File: config.mk
export PLATFORM = sky130hd
export DESIGN_NAME = lsr_top
export DESIGN_NICKNAME = d
export VERILOG_FILES = /design/src/verilog/lsr_pkg.sv /design/src/verilog/lsr_top.sv
export VERILOG_INCLUDE_DIRS = /design/src /design/src/verilog
export SDC_FILE = /design/constraint.sdc
export NUM_CORES = 1
export LEC_CHECK = 0
export BUFFER_PORTS_ARGS = -buffer_cell sky130_fd_sc_hd__buf_2
export CORE_ASPECT_RATIO = 0.7
export CORE_MARGIN = 1
export CORE_UTILIZATION = 45
export CTS_CLUSTER_SIZE = 40
export DETAILED_ROUTE_END_ITERATION = 6
export GPL_ROUTABILITY_DRIVEN = 0
export PLACE_DENSITY = 0.79
export SLEW_MARGIN = 0
export SYNTH_ARGS = -nofsm -noshare
export SYNTH_HDL_FRONTEND = slang
export SYNTH_SLANG_ARGS = --single-unit
File: constraint.sdc
create_clock -name clk -period 2.8 [get_ports clk]
set_input_delay 0.42 -clock clk [delete_from_list [all_inputs] [get_ports clk]]
set_output_delay 0.42 -clock clk [all_outputs]
set_load 0.02 [all_outputs]
File: src/verilog/lsr_regs.svh
// Register offsets, field positions, reset values and reaction codes of the limit switch reaction block.
// Assumes a 16-bit word address on the plain register port.
`ifndef LSR_REGS_SVH
`define LSR_REGS_SVH

`define LSR_ADDR_W            16
`define LSR_OFF_REACTION      16'h3701
`define LSR_OFF_HWINFO_CNT    16'h4100
`define LSR_OFF_EEPROM_SIZE   16'h4101
`define LSR_OFF_HWCFG_CNT     16'h4102
`define LSR_OFF_HWCFG_WORD    16'h4103
`define LSR_OFF_IRQ_STATUS    16'h4110
`define LSR_OFF_IRQ_CLEAR     16'h4111
`define LSR_OFF_IRQ_ENABLE    16'h4112
`define LSR_OFF_LIMIT_POS     16'h4120
`define LSR_OFF_REACT_STATE   16'h4121

`define LSR_RST_REACTION      16'hffff
`define LSR_RST_HWCFG_WORD    32'h0000_0000
`define LSR_ENTRY_COUNT       8'h01

`define LSR_STATUSWORD_WARN_BIT 7

`define LSR_IRQ_W             3
`define LSR_IRQ_LIMIT_EVT     0
`define LSR_IRQ_REACT_DONE    1
`define LSR_IRQ_POS_CAPTURED  2

`define LSR_CODE_DISCARD      16'hfffe
`define LSR_CODE_RECORD       16'hffff
`define LSR_CODE_POWER_OFF    16'h0000
`define LSR_CODE_SLOW_SOD     16'h0001
`define LSR_CODE_QUICK_SOD    16'h0002
`define LSR_CODE_SLOW_QSA     16'h0005
`define LSR_CODE_QUICK_QSA    16'h0006

`endif

File: src/verilog/lsr_pkg.sv
// Types shared by the limit switch reaction block.
// Assumes lsr_regs.svh carries the numeric constants.
package lsr_pkg;

  typedef enum logic [2:0] {
    LSR_ACT_NONE,
    LSR_ACT_RECORD,
    LSR_ACT_DISCARD,
    LSR_ACT_POWER_OFF,
    LSR_ACT_BRAKE
  } lsr_action_t;

  typedef enum logic [1:0] {
    LSR_ST_IDLE,
    LSR_ST_BRAKE,
    LSR_ST_DONE
  } lsr_state_t;

endpackage : lsr_pkg

File: src/verilog/lsr_top.sv
// Limit switch overrun reaction, hardware information and hardware configuration registers.
// Assumes limit switch pins are asynchronous, while position, ramp done and the register port share clk.
`timescale 1ns/1ns
`include "lsr_regs.svh"

module lsr_top #(
  parameter logic [31:0] EEPROM_SIZE_BYTES = 32'h0000_0000,
  parameter int          POS_W             = 32
) (
  input  wire logic                     clk,
  input  wire logic                     rst_n,
  input  wire logic [`LSR_ADDR_W-1:0]   reg_addr,
  input  wire logic [31:0]              reg_wdata,
  input  wire logic                     reg_we,
  input  wire logic                     reg_re,
  output logic      [31:0]              reg_rdata,
  input  wire logic                     limit_pos_pin,
  input  wire logic                     limit_neg_pin,
  input  wire logic [POS_W-1:0]         actual_position,
  input  wire logic                     ramp_done,
  output logic                          statusword_warning,
  output logic                          power_stage_off,
  output logic                          brake_slow,
  output logic                          brake_quick,
  output logic                          req_switch_on_disabled,
  output logic                          req_quick_stop_active,
  output logic [POS_W-1:0]              limit_position,
  output logic                          limit_position_valid,
  output logic                          irq
);

  // Decode of a stored reaction code into the action it asks for
  function automatic lsr_pkg::lsr_action_t decode_code(input logic [15:0] code);
    lsr_pkg::lsr_action_t act;
    case (code)
      `LSR_CODE_DISCARD:   act = lsr_pkg::LSR_ACT_DISCARD;
      `LSR_CODE_RECORD:    act = lsr_pkg::LSR_ACT_RECORD;
      `LSR_CODE_POWER_OFF: act = lsr_pkg::LSR_ACT_POWER_OFF;
      `LSR_CODE_SLOW_SOD,
      `LSR_CODE_QUICK_SOD,
      `LSR_CODE_SLOW_QSA,
      `LSR_CODE_QUICK_QSA: act = lsr_pkg::LSR_ACT_BRAKE;
      default:             act = lsr_pkg::LSR_ACT_RECORD;
    endcase
    return act;
  endfunction : decode_code

  // Quick-stop ramp codes
  function automatic logic is_quick(input logic [15:0] code);
    return (code == `LSR_CODE_QUICK_SOD) || (code == `LSR_CODE_QUICK_QSA);
  endfunction : is_quick

  // Codes that end in quick-stop-active with the power stage kept on
  function automatic logic ends_in_qsa(input logic [15:0] code);
    return (code == `LSR_CODE_SLOW_QSA) || (code == `LSR_CODE_QUICK_QSA);
  endfunction : ends_in_qsa

  // Limit switch synchronisers and edge detection
  logic [1:0] sync1_q;
  logic [1:0] sync2_q;
  logic [1:0] sync3_q;
  logic [1:0] sync1_d;
  logic [1:0] sync2_d;
  logic [1:0] sync3_d;
  logic       overrun;

  always_comb begin
    sync1_d = {limit_neg_pin, limit_pos_pin};
    sync2_d = sync1_q;
    sync3_d = sync2_q;
  end

  always_ff @(posedge clk or negedge rst_n) begin
    if (!rst_n) begin
      sync1_q <= 2'h0;
      sync2_q <= 2'h0;
      sync3_q <= 2'h0;
    end else begin
      sync1_q <= sync1_d;
      sync2_q <= sync2_d;
      sync3_q <= sync3_d;
    end
  end

  // A switch being reached is a rising edge on either synchronised input
  assign overrun = |(sync2_q & ~sync3_q);

  // Register port decode
  logic wr_reaction;
  logic wr_hwcfg;
  logic wr_clear;
  logic wr_enable;

  assign wr_reaction = reg_we && (reg_addr == `LSR_OFF_REACTION);
  assign wr_hwcfg    = reg_we && (reg_addr == `LSR_OFF_HWCFG_WORD);
  assign wr_clear    = reg_we && (reg_addr == `LSR_OFF_IRQ_CLEAR);
  assign wr_enable   = reg_we && (reg_addr == `LSR_OFF_IRQ_ENABLE);

  // Software registers
  logic [15:0]            reaction_q;
  logic [15:0]            reaction_d;
  logic [31:0]            hwcfg_q;
  logic [31:0]            hwcfg_d;
  logic [`LSR_IRQ_W-1:0]  irq_en_q;
  logic [`LSR_IRQ_W-1:0]  irq_en_d;

  always_comb begin
    reaction_d = reaction_q;
    hwcfg_d    = hwcfg_q;
    irq_en_d   = irq_en_q;
    if (wr_reaction) begin
      reaction_d = reg_wdata[15:0];
    end
    if (wr_hwcfg) begin
      hwcfg_d = reg_wdata;
    end
    if (wr_enable) begin
      irq_en_d = reg_wdata[`LSR_IRQ_W-1:0];
    end
  end

  always_ff @(posedge clk or negedge rst_n) begin
    if (!rst_n) begin
      reaction_q <= `LSR_RST_REACTION;
      hwcfg_q    <= `LSR_RST_HWCFG_WORD;
      irq_en_q   <= '0;
    end else begin
      reaction_q <= reaction_d;
      hwcfg_q    <= hwcfg_d;
      irq_en_q   <= irq_en_d;
    end
  end

  // Reaction sequencer
  lsr_pkg::lsr_state_t  state_q;
  lsr_pkg::lsr_state_t  state_d;
  lsr_pkg::lsr_action_t action;
  logic [15:0]          latched_code_q;
  logic [15:0]          latched_code_d;
  logic [POS_W-1:0]     pos_q;
  logic [POS_W-1:0]     pos_d;
  logic                 pos_valid_q;
  logic                 pos_valid_d;
  logic                 power_off_q;
  logic                 power_off_d;
  logic                 req_sod_q;
  logic                 req_sod_d;
  logic                 req_qsa_q;
  logic                 req_qsa_d;
  logic                 captured;
  logic                 react_done;

  assign action = decode_code(reaction_q);

  always_comb begin
    state_d        = state_q;
    latched_code_d = latched_code_q;
    pos_d          = pos_q;
    pos_valid_d    = pos_valid_q;
    power_off_d    = 1'b0;
    req_sod_d      = 1'b0;
    req_qsa_d      = 1'b0;
    captured       = 1'b0;
    react_done     = 1'b0;
    case (state_q)
      lsr_pkg::LSR_ST_IDLE: begin
        if (overrun) begin
          case (action)
            lsr_pkg::LSR_ACT_DISCARD: begin
              pos_valid_d = 1'b0;
            end
            lsr_pkg::LSR_ACT_RECORD: begin
              pos_d       = actual_position;
              pos_valid_d = 1'b1;
              captured    = 1'b1;
            end
            lsr_pkg::LSR_ACT_POWER_OFF: begin
              power_off_d = 1'b1;
              req_sod_d   = 1'b1;
              react_done  = 1'b1;
            end
            lsr_pkg::LSR_ACT_BRAKE: begin
              latched_code_d = reaction_q;
              state_d        = lsr_pkg::LSR_ST_BRAKE;
            end
            default: begin
              state_d = lsr_pkg::LSR_ST_IDLE;
            end
          endcase
        end
      end
      lsr_pkg::LSR_ST_BRAKE: begin
        // Further overruns only raise the warning while a ramp runs
        if (ramp_done) begin
          state_d = lsr_pkg::LSR_ST_DONE;
        end
      end
      lsr_pkg::LSR_ST_DONE: begin
        req_qsa_d  = ends_in_qsa(latched_code_q);
        req_sod_d  = !ends_in_qsa(latched_code_q);
        react_done = 1'b1;
        state_d    = lsr_pkg::LSR_ST_IDLE;
      end
      default: begin
        state_d = lsr_pkg::LSR_ST_IDLE;
      end
    endcase
  end

  always_ff @(posedge clk or negedge rst_n) begin
    if (!rst_n) begin
      state_q        <= lsr_pkg::LSR_ST_IDLE;
      latched_code_q <= `LSR_RST_REACTION;
      pos_q          <= '0;
      pos_valid_q    <= 1'b0;
      power_off_q    <= 1'b0;
      req_sod_q      <= 1'b0;
      req_qsa_q      <= 1'b0;
    end else begin
      state_q        <= state_d;
      latched_code_q <= latched_code_d;
      pos_q          <= pos_d;
      pos_valid_q    <= pos_valid_d;
      power_off_q    <= power_off_d;
      req_sod_q      <= req_sod_d;
      req_qsa_q      <= req_qsa_d;
    end
  end

  // Ramp selection is held for the whole braking phase
  assign brake_slow             = (state_q == lsr_pkg::LSR_ST_BRAKE) && !is_quick(latched_code_q);
  assign brake_quick            = (state_q == lsr_pkg::LSR_ST_BRAKE) && is_quick(latched_code_q);
  assign power_stage_off        = power_off_q;
  assign req_switch_on_disabled = req_sod_q;
  assign req_quick_stop_active  = req_qsa_q;
  assign limit_position         = pos_q;
  assign limit_position_valid   = pos_valid_q;

  // Sticky event status and interrupt
  logic [`LSR_IRQ_W-1:0] irq_st_q;
  logic [`LSR_IRQ_W-1:0] irq_st_d;
  logic [`LSR_IRQ_W-1:0] irq_set;

  always_comb begin
    irq_set                         = '0;
    irq_set[`LSR_IRQ_LIMIT_EVT]     = overrun;
    irq_set[`LSR_IRQ_REACT_DONE]    = react_done;
    irq_set[`LSR_IRQ_POS_CAPTURED]  = captured;
    irq_st_d                        = irq_st_q;
    if (wr_clear) begin
      irq_st_d = irq_st_q & ~reg_wdata[`LSR_IRQ_W-1:0];
    end
    // A set in the same cycle as its clear wins
    irq_st_d = irq_st_d | irq_set;
  end

  always_ff @(posedge clk or negedge rst_n) begin
    if (!rst_n) begin
      irq_st_q <= '0;
    end else begin
      irq_st_q <= irq_st_d;
    end
  end

  assign irq                = |(irq_st_q & irq_en_q);
  assign statusword_warning = irq_st_q[`LSR_IRQ_LIMIT_EVT];

  // Read data, one cycle after the read strobe
  logic [31:0] rdata_q;
  logic [31:0] rdata_d;

  always_comb begin
    rdata_d = 32'h0000_0000;
    if (reg_re) begin
      case (reg_addr)
        `LSR_OFF_REACTION:    rdata_d = {16'h0000, reaction_q};
        `LSR_OFF_HWINFO_CNT:  rdata_d = {24'h00_0000, `LSR_ENTRY_COUNT};
        `LSR_OFF_EEPROM_SIZE: rdata_d = EEPROM_SIZE_BYTES;
        `LSR_OFF_HWCFG_CNT:   rdata_d = {24'h00_0000, `LSR_ENTRY_COUNT};
        `LSR_OFF_HWCFG_WORD:  rdata_d = hwcfg_q;
        `LSR_OFF_IRQ_STATUS:  rdata_d = {{(32-`LSR_IRQ_W){1'b0}}, irq_st_q};
        `LSR_OFF_IRQ_ENABLE:  rdata_d = {{(32-`LSR_IRQ_W){1'b0}}, irq_en_q};
        `LSR_OFF_LIMIT_POS:   rdata_d = 32'(pos_q);
        `LSR_OFF_REACT_STATE: rdata_d = {29'h0000_0000, pos_valid_q, 2'(state_q)};
        default:              rdata_d = 32'h0000_0000;
      endcase
    end
  end

  always_ff @(posedge clk or negedge rst_n) begin
    if (!rst_n) begin
      rdata_q <= 32'h0000_0000;
    end else begin
      rdata_q <= rdata_d;
    end
  end

  assign reg_rdata = rdata_q;

endmodule : lsr_top

Word-level counts from Yosys, hierarchy flattened
Index checks and enable logic that the tools add are counted.
{"block": "classes", "shift": 0, "n_mux": 18, "div": 0, "n_reduce_logical": 22, "mul": 0, "bitwise_logic": 6, "n_eq_ne": 26, "n_lt_le_gt_ge": 0, "addsub": 0}
{"operator": "$pmux W32 S7", "n": 1}
{"operator": "$eq A16 B15 Y1 const B", "n": 8}
{"operator": "$eq A16 B3 Y1 const B", "n": 4}
{"operator": "$eq A16 B2 Y1 const B", "n": 2}
{"operator": "$mux W32", "n": 1}
{"operator": "$eq A16 B1 Y1 const B", "n": 1}
{"operator": "$eq A16 B14 Y1 const B", "n": 1}
{"operator": "$eq A16 B16 Y1 const B", "n": 1}
{"operator": "$logic_not A16 Y1", "n": 1}
{"operator": "$reduce_and A3 Y1", "n": 4}
{"operator": "$pmux W3 S3", "n": 1}
{"operator": "$pmux W2 S2", "n": 2}
{"operator": "$mux W1", "n": 7}
{"operator": "$and A3 B3 Y3", "n": 2}
{"operator": "$eq A3 B2 Y1 const B", "n": 2}
{"operator": "$logic_and A1 B1 Y1", "n": 6}
{"operator": "$ne A2 B2 Y1 const B", "n": 3}
{"operator": "$pmux W1 S2", "n": 3}
{"operator": "$reduce_or A3 Y1", "n": 2}
{"operator": "$mux W2", "n": 2}
{"operator": "$reduce_or A2 Y1", "n": 2}
{"operator": "$reduce_or A4 Y1", "n": 1}
{"operator": "$eq A3 B1 Y1 const B", "n": 1}
{"operator": "$eq A3 B3 Y1 const B", "n": 1}
{"operator": "11 further kinds", "n": 13}
{"block": "totals", "reg_bits": 146, "ram_bits": 0, "latch_bits": 0, "word_cells": 87, "out_inout_bits": 72, "memories": 0, "input_bits": 87, "romBits": 0}

Depth between registers and ports, before layout
Gate-level depths: netlist (run 1).
{"block": "logic_depth", "ltp_word": 8, "mapped_depth": 7, "depth_no_buf": 5}

Worst setup path before layout (run 1)
Ideal clock, no wire load.
{"block": "synth_timing", "path_kind": "input to register", "start": "input reg_addr[9]", "end": "register hwcfg_q[29]", "arrival_time_ps": 1870, "cell_stages": 5, "required_ps": 2675, "setup_slack_ps": 805, "setup_ps": 125, "path_buffers": 1, "path_cell_list": "nor4b_2 -> nand2_2 -> nor4_4 -> buf_6 -> mux2_2"}
{"block": "synth_between", "elab_chain_cells": 2}
{"element": "from (decl)", "line": "lsr_top.sv:12", "rtl": "input wire logic [`LSR_ADDR_W-1:0] reg_addr,"}
{"element": "$eq A16 B15 Y1"}
{"element": "$logic_and A1 B1 Y1", "line": "lsr_top.sv:95", "rtl": "assign wr_hwcfg = reg_we && (reg_addr == `LSR_OFF_HWCFG_WORD);"}
{"element": "to (signal assigned)", "line": "lsr_top.sv:125", "rtl": "hwcfg_q <= `LSR_RST_HWCFG_WORD;"}
{"element": "to (signal assigned)", "line": "lsr_top.sv:129", "rtl": "hwcfg_q <= hwcfg_d;"}
{"element": "to (decl)", "line": "lsr_top.sv:102", "rtl": "logic [31:0] hwcfg_q;"}
Every way passes these cells.
A chain may end at the register's enable or synchronous reset.

Worst setup path in the final report (run 1)
{"block": "layout_timing", "start": "register latched_code_q[3]", "end": "output brake_quick"}
{"block": "layout_between", "elab_chain_cells": 3, "elab_cells_between_ends": 4, "cone_classes": "eq/ne (2); reduce/logical (2)"}
{"element": "from (decl)", "line": "lsr_top.sv:138", "rtl": "logic [15:0] latched_code_q;"}
{"element": "from (signal assigned)", "line": "lsr_top.sv:213", "rtl": "latched_code_q <= `LSR_RST_REACTION;"}
{"element": "from (signal assigned)", "line": "lsr_top.sv:221", "rtl": "latched_code_q <= latched_code_d;"}
{"element": "$eq A16 B2 Y1 (no line) or $eq A16 B3 Y1 (tied branches)"}
{"element": "$logic_or A1 B1 Y1 (*)", "line": "lsr_top.sv:50", "rtl": "return (code == `LSR_CODE_QUICK_SOD) || (code == `LSR_CODE_QUICK_QSA);"}
{"element": "$logic_and A1 B1 Y1 (*)", "line": "lsr_top.sv:232", "rtl": "assign brake_quick = (state_q == lsr_pkg::LSR_ST_BRAKE) && is_quick(latched_code_q);"}
{"element": "to (decl)", "line": "lsr_top.sv:24", "rtl": "output logic brake_quick,"}
Mark *: on every way between the ends. The rest lies on a longest branch, timed or not.

==> out/results.txt, run 1 <==
TritonCTS built the clock tree. Fraction of synthesized cell area taken by the top area cell type: 0.473. The clock buffer count from CTS is 17. For the worst setup timing slack at the placement stage, the log shows 0.242 ns. Synthesis produced a netlist with a net count of 518. The routed wirelength normalized by instance count is 18.6 um. Number of violations reported at the end of detailed-routing iteration 0: 400. The clock passes through at most 2 buffers.

The logs give 0.372 for the worst max-slew margin expressed relative to the limit and 0.263 ns for the post-layout worst setup margin. By instance count, the cell type seen most on the critical path is nor3b_1. Data on the critical path arrives at its endpoint at 2.12 ns. The tools report the cell count after synthesis as 431.

The clock reaches the later pin of the worst-skew pair after 0.41 ns. Setup repair after global routing left no endpoint under its margin. Portion of the post-synthesis area used by sequential elements: 0.613. Entering global routing, the biggest net connects 78 pins. For the initial core utilization, the log shows 0.474. The worst setup path is captured at an output port. On the critical path, the stage with the largest delay is an instance of dfstp_2. In the routed design, unresolved DRC markers number 2.

The largest delay contributor family on the critical path is simple AND/OR/NAND/NOR gates. Number of enable flip-flop cells after synthesis: 0. CTS placed an instance of clkbuf_16 at the clock tree root.

Once the clock tree was built, the resizer swapped 0 gates to a different size. The checks that failed: DRC. The height of the chip is 98.8 um, and the number of antenna diodes is 0. The run finished, with violations left.

The final number of max-transition violations was 0. The accumulated negative setup slack came out at 0 ns. At the end of the flow, the number of nets in the layout was 684.

The share of flip-flops with an asynchronous set or reset came out at 1.00. In this design, the stage delay of the slowest critical-path cell is 0.36 ns. The die is 140 um wide.

Detailed routing inserted a total of 4,276 vias. For this design the static power due to leakage is 3.84 nW. The number of setup violations in the final report was 0; the count of unique library cells instantiated by Yosys was 49. The Yosys step of the flow raised 0 warnings. Before antenna repair, the detailed router went through 7 iterations. The via count of the first global-routing pass was 4,520. Row generation in the floorplan step produced 34 rows. The fraction of final layout cells sized beyond drive strength 1 is 0.529, and the achievable clock frequency is 394 MHz.

After clock tree synthesis, the clock-pin slew on the worst setup and hold paths is 0.06 ns. 159 I/O pins were placed. The first global-routing pass estimated 23,400 um of wire. Relative to the synthesized area, the layout overhead comes to 26.7%.

The final hold violation count is 0, and the mean instance size in the synthesized netlist is 14.0 um^2. Across the VDD grid, the largest voltage drop is 463 uV. The cell area after synthesis was 0.00603 mm^2. The tightest min-delay check is of the input port to async pin type. The post-route minimum period is 2.54 ns. The layout has 990 filler cells. The count of buffers added on input and output ports is 158. The final period utilization came out at 0.906. For the final database, setup skew stands at 0.00906 ns.

The flip-flop and latch count after synthesis came out at 146. The vias per cell was 5.55; the global router's overall resource usage was 0.222. Registers take 0.00369 mm^2. Clock tree synthesis found a total of 146 sinks. Worst endpoint required time: 2.38 ns. The clock tree synthesis step divided the H-tree into 4 levels. By startpoint and endpoint, the worst setup path is classified as flop to output port. Summing all multi-input logic gate instances after layout gives 0.00219 mm^2. The highest net fanout along the worst path is 3. The core region is 0.0127 mm^2. For the number of post-CTS setup repair buffers, the log shows 0. The number of nets with antenna violations after routing was 0; the total power divided by cell area was 618 mW/mm^2. The tools report the kind of start point of the critical path as a flop.

The most instantiated flip-flop cell in the synthesis netlist is dfrtp_1. The signal on the critical path passes through nor4_1 -> nand4_1 -> nor3b_1 -> nor3b_1 -> buf_2. Yosys attributes the largest share of cell area to dfrtp_1, dfstp_2, mux2_2. The sum of routed wire length over all layers was 14,400 um; the number of hold buffers added after cts was 0. Top cell type by total area after synthesis: dfrtp_1. The tools report the initial antenna violation count as 1. The placed wire-length estimate after detailed placement was 9880 um; the max-cap check violation count was 0. The die area came out at 0.0139 mm^2. The combined buffer and inverter count along the critical path works out to 1.

The measured slew at the worst slew-check pin came out at 0.942 ns. Global routing finished with a remaining overflow of 0.
[worst register-to-register path, delay by kind of cell (launching register included)]
kind	cells	cell delay, ns
simple gates	3	0.92
flops	1	0.63
mux	1	0.38
buf+inv	1	0.30
[synth_stat cells, types with 6 or more instances]
master,count
nor2b_1,14
a22oi_1,16
mux2_1,11
dfstp_2,32
mux2_2,67
buf_2,13
nor2_1,40
nor3_1,6
a222oi_1,15
nand2_1,11
mux2_4,10
inv_1,6
dfrtp_1,114
nor4_1,7
nand4_1,7
[layout by cell type (no fill, tap or decap), types with 3 or more instances in the layout]
| master | count |
|---|---|
| nor2_1 | 39 |
| mux2_1 | 11 |
| nand2_1 | 11 |
| dfstp_2 | 32 |
| a222oi_1 | 15 |
| bufinv_16 | 4 |
| dfrtp_1 | 114 |
| a21o_1 | 3 |
| a22oi_1 | 16 |
| a31oi_1 | 3 |
| clkbuf_1 | 3 |
| mux2_2 | 67 |
| buf_2 | 157 |
| inv_1 | 6 |
| nor4_1 | 7 |
| a21oi_1 | 3 |
| a32oi_1 | 5 |
| clkbuf_16 | 17 |
| nor3_1 | 6 |
| nand4_1 | 7 |
| nor2b_1 | 14 |
| mux2_4 | 10 |
| nor3b_1 | 3 |
| nand2b_1 | 3 |
| buf_4 | 10 |
[where the power goes]
group | leakage (nW) | internal, W | switching (W)
clock | 0.300 | 0.00153 | 0.000829
sequential | 1.89 | 0.00214 | 0.0000163
combinational | 1.65 | 0.0000841 | 0.000121
[sequential cells by signal, summed over array words and instances (netlist names)]
register,cells
limit_position,32
irq_st_q,3
sync2_q,2
reaction_q,16
limit_position_valid,1
hwcfg_q,32
reg_rdata,32
sync3_q,2
irq_en_q,3
state_q,2
power_stage_off,1
req_switch_on_disabled,1
latched_code_q,16
req_quick_stop_active,1
sync1_q,2
[worst paths after layout]
check                                     endpoint  depth (start not counted)  slack (ns)               from
worst max-delay path                   brake_quick                          5        0.26  latched_code_q[3]
worst min-delay path                    sync3_q[0]                          1        0.02              rst_n
worst max register to register  limit_position[21]                          5        0.44      reaction_q[1]
worst min register to register          sync2_q[1]                          0        0.35         sync1_q[1]
max in group asynchronous           reaction_q[14]                          2        1.93              rst_n
min in group clk                        sync1_q[0]                          1        0.12      limit_pos_pin
[stage by stage]
| step | utilization | instance area [um^2] | cells | hold WS, ns | total power (W) |
|---|---|---|---|---|---|
| after floorplan | - | 6030 | 431 | 0.124 | 0.00225 |
| after global placement | 0.552 | 7020 | 740 | 0.335 | 0.00239 |
| after detailed placement | 0.552 | 7020 | 740 | 0.335 | 0.00240 |
| after CTS | 0.600 | 7640 | 771 | 0.0507 | 0.00478 |
| after global routing | 0.600 | 7640 | 771 | 0.0621 | 0.00488 |
| final | 0.600 | 7640 | 771 | 0.0208 | 0.00472 |
[layout make-up]
type                    count  share of cell area
clock inverters             9              0.0203
clock buffers              22              0.0608
inverters                   6             0.00295
well taps                 162              0.0265
repair buffers            170               0.119
multi-input cells         256               0.286
flip-flops and latches    146               0.484
[cell families after synthesis]
kind of cell / Yosys count / share of synthesized area
flops: 146 / 0.613
simple gates: 113 / 0.114
mux: 88 / 0.171
compound gates: 53 / 0.0727
buf+inv: 29 / 0.0270
xor+xnor: 2 / 0.00291
[per-layer routing]
metal	vias to the layer above	share of wire	track usage
met1	2135	0.44	0.303
met2	195	0.46	0.332
li1	1919	-	-
met4	2	0.013	0.0845
met5	-	0.00083	0
met3	25	0.084	0.0714
Note: power is estimated with default switching activity, not from simulation.
==> run 2, diff against run 1 <==
--- a/config.mk
+++ b/config.mk
@@ -6,14 +6,14 @@
 export SDC_FILE = /design/constraint.sdc
 export NUM_CORES = 1
 export LEC_CHECK = 0
-export BUFFER_PORTS_ARGS = -buffer_cell sky130_fd_sc_hd__buf_2
 export CORE_ASPECT_RATIO = 0.7
 export CORE_MARGIN = 1
 export CORE_UTILIZATION = 45
 export CTS_CLUSTER_SIZE = 40
 export DETAILED_ROUTE_END_ITERATION = 6
+export DONT_BUFFER_PORTS = 1
 export GPL_ROUTABILITY_DRIVEN = 0
-export PLACE_DENSITY = 0.79
+export PLACE_DENSITY = 0.69
 export SLEW_MARGIN = 0
 export SYNTH_ARGS = -nofsm -noshare
 export SYNTH_HDL_FRONTEND = slang
==> run 2 against run 1 <==
The run ends with hold timing left. Register-to-register slack better by 0.16 ns. Cell area fell by 11%. Cell count is 20% lower. Routed wire length decreased by 9.4%. Flip-flop and latch count unchanged. Total power is 6.4% lower. Via count fell by 15%. Sequential power barely moved. Largest cell class unchanged. Highest routed layer is now met4.
==> out/results.txt, run 2 (same netlist as run 1, synthesis figures left out) <==
The tools report the die area as 0.0139 mm^2 (unchanged). The clock tree skew after final layout is 0.0120 ns (was 0.00906 ns), and the number of input and output port buffers inserted is 0 (was 158). Post-cts gate resize count: 0 (unchanged).

Max-cap check violation count: 0 (unchanged). Number of post-CTS setup repair buffers: 0 (unchanged). Initial core utilization: 0.474 (unchanged).

The vias per cell was 5.90 (was 5.55); the number of violations reported at the end of detailed-routing iteration 0 was 350 (was 400). The tools report the design area as 0.00678 mm^2 (was 0.00764 mm^2). The combined buffer and inverter count along the critical path is 1 (unchanged).

Highest-count cells in the layout ignoring fill and taps: dfrtp_1, mux2_2, nor2_1 (was buf_2, dfrtp_1, mux2_2). The final period utilization came out at 0.887 (was 0.906). The largest delay contributor family on the critical path was simple AND/OR/NAND/NOR gates (unchanged). The logs give 2 (unchanged) for the largest buffer count on any clock path and 147 (was 78) for the pin count of the biggest net entering global routing. The DRC violation count after routing is 0 (was 2).

The worst endpoint required time is 2.38 ns (about the same). The post-route minimum period is 2.48 ns (was 2.54 ns), and the number of antenna diodes is 0 (unchanged). The routed wirelength normalized by instance count is 21.2 um (was 18.6 um), and the measured slew at the worst slew-check pin is 0.814 ns (was 0.942 ns). The via count of the first global-routing pass came out at 3,842 (was 4,520). Cells along the critical path: nor4_1 -> nand4_1 -> nor3b_1 -> nor3b_1 -> buf_4 (was nor4_1 -> nand4_1 -> nor3b_1 -> nor3b_1 -> buf_2). For the accumulated negative setup slack, the log shows 0 ns (unchanged). TritonCTS built the clock tree.

The tools report the clock buffer count from CTS as 17 (unchanged). For the achievable clock frequency, the log shows 403 MHz (was 394 MHz). The total congestion overflow is 0 (unchanged), and the die extent in x is 140 um (unchanged). The number of clock sinks was 146 (unchanged). The delay of the slowest critical-path stage was 0.36 ns (about the same). For the number of setup violations in the final report, the log shows 0 (unchanged). The layout overhead on the synthesized area is 12.6% (was 26.7%).

The CTS clock-pin slew for the worst setup and hold paths was 0.06 ns (about the same); the non-filler instance count after layout was 614 (was 771). The total power divided by cell area is 651 mW/mm^2 (was 618 mW/mm^2), and the first-pass GRT wire length is 21,300 um (was 23,400 um). The cell with the largest stage delay on the worst path is dfstp_2 (unchanged).

The run gives 478 uV (was 463 uV) as the maximum vdd ir drop. The most used routing layer was met2 (unchanged). The run gives 159 (unchanged) as the I/O pin count. The final hold violation count was 119 (was 0). The end-of-flow core utilization was 0.533 (was 0.600); the initial antenna violation count was 0 (was 1). Minimum hold slack: -0.295 ns (was 0.0208 ns). The area of the core region was 0.0127 mm^2 (unchanged).

The kind of start point of the critical path is a flop (unchanged). For the number of nets with antenna violations after routing, the log shows 0 (unchanged). The met2 usage in global routing is 0.306 (was 0.332).

The tools report the latest clock arrival within the worst-skew pair as 0.41 ns (about the same). The run gives 0.00621 mm^2 (was 0.00702 mm^2) as the total placed instance area. The global routing met1 resource utilization was 0.273 (was 0.303). Category of the most critical setup path: flop to output port (unchanged). Most prevalent standard cell on the critical path: nor3b_1 (unchanged). The flow ran to the end, but the final reports show violations. The sum of routed wire length over all layers came out at 13,000 um (was 14,400 um).

The run gives 8850 um (was 9880 um) as the placed wire-length estimate after detailed placement. Violated checks: hold timing (was DRC). The row count was 34 (unchanged). The final number of max-transition violations was 0 (unchanged). The depth of the CTS H-tree came out at 4 (unchanged). The global-route met3 utilization came out at 0.0763 (was 0.0714). The final layout net count was 526 (was 684). Setup repair after global routing left no endpoint under its margin. The most frequent standard cell in the layout excluding fill and tap cells was dfrtp_1 (was buf_2).

The highest net fanout along the worst path was 3 (unchanged). Clock root buffer: clkbuf_16 (unchanged). The number of iterations in the first detailed-routing pass came out at 5 (was 7). The number of filler cells placed in the layout was 1,084 (was 990); the post-placement cell count was 582 (was 740). The tools report the worst max-slew margin expressed relative to the limit as 0.457 (was 0.372).

The run gives 2.06 ns (was 2.12 ns) as the arrival time at the worst endpoint. The height of the chip works out to 98.8 um (unchanged). The fraction of final layout cells sized beyond drive strength 1 came out at 0.365 (was 0.529). For the static power due to leakage, the log shows 3.08 nW (was 3.84 nW). The kind of path behind the tightest hold check was input port to async pin (unchanged). The global router's overall resource usage came out at 0.203 (was 0.222).

The tools report the detailed-route via count as 3,620 (was 4,276). The type of element capturing the critical path is an output port (unchanged).
-- run 2: cell types whose count changed in the layout (fill, tap and decap cells not counted) --
cell,delta
buf_4,+1
clkinv_2,+2
buf_6,-1
clkinvlp_4,+2
bufinv_16,-2
buf_2,-157
buf_12,-1
clkinv_4,-1
-- run 2: stage by stage --
step / hold WS [ns] / power, W / worst slack [ns]
finish: -0.295 / 0.00442 / 0.317
floorplan: 0.124 / 0.00225 / 0.805
global route: -0.321 / 0.00456 / 0.0965
CTS: -0.314 / 0.00447 / 0.317
global placement: 0.128 / 0.00225 / 0.578
detailed placement: 0.127 / 0.00225 / 0.587
-- run 2: path summary, 6_finish.rpt --
kind	startpoint	to	slack (ns)	cells after the start
max reg2reg	reaction_q[12]	latched_code_q[1]	0.60	6
max	latched_code_q[8]	brake_quick	0.32	5
min	rst_n	sync2_q[1]	-0.29	0
min reg2reg	sync1_q[0]	sync2_q[0]	0.35	0
min in group clk	limit_pos_pin	sync1_q[0]	0.04	0
max in group asynchronous	rst_n	reaction_q[14]	2.71	0
-- run 2: per-layer routing --
layer  part of all wire  routed length, um  up-vias
li1                   -                  -     1607
met2               0.46               5960      161
met5                  0                  0        -
met1               0.44               5780     1841
met3              0.090               1180       11
met4             0.0087                114        0
-- run 2: worst reg2reg max path: cells and delay by family (launching register included) --
family                 cells  cell delay (ns)
muxes                      1             0.35
DFF                        1             0.38
buffers and inverters      1             0.26
and+or+nand+nor            4             1.13
-- run 2: report_power, final --
group | leakage (nW) | internal, W | switching (W)
Clock | 0.276 | 0.00135 | 0.000845
Combinational | 0.913 | 0.0000254 | 0.0000172
Sequential | 1.89 | 0.00214 | 0.0000402
-- run 2: cell type report --
cell class | count | area, um^2 | share of cell area
Multi-Input combinational cell | 256 | 2190 | 0.322
Clock inverter | 10 | 111 | 0.0164
Clock buffer | 22 | 464 | 0.0684
Inverter | 6 | 22.5 | 0.00332
Sequential cell | 146 | 3690 | 0.544
Timing Repair Buffer | 12 | 103 | 0.0151
Tap cell | 162 | 203 | 0.0299
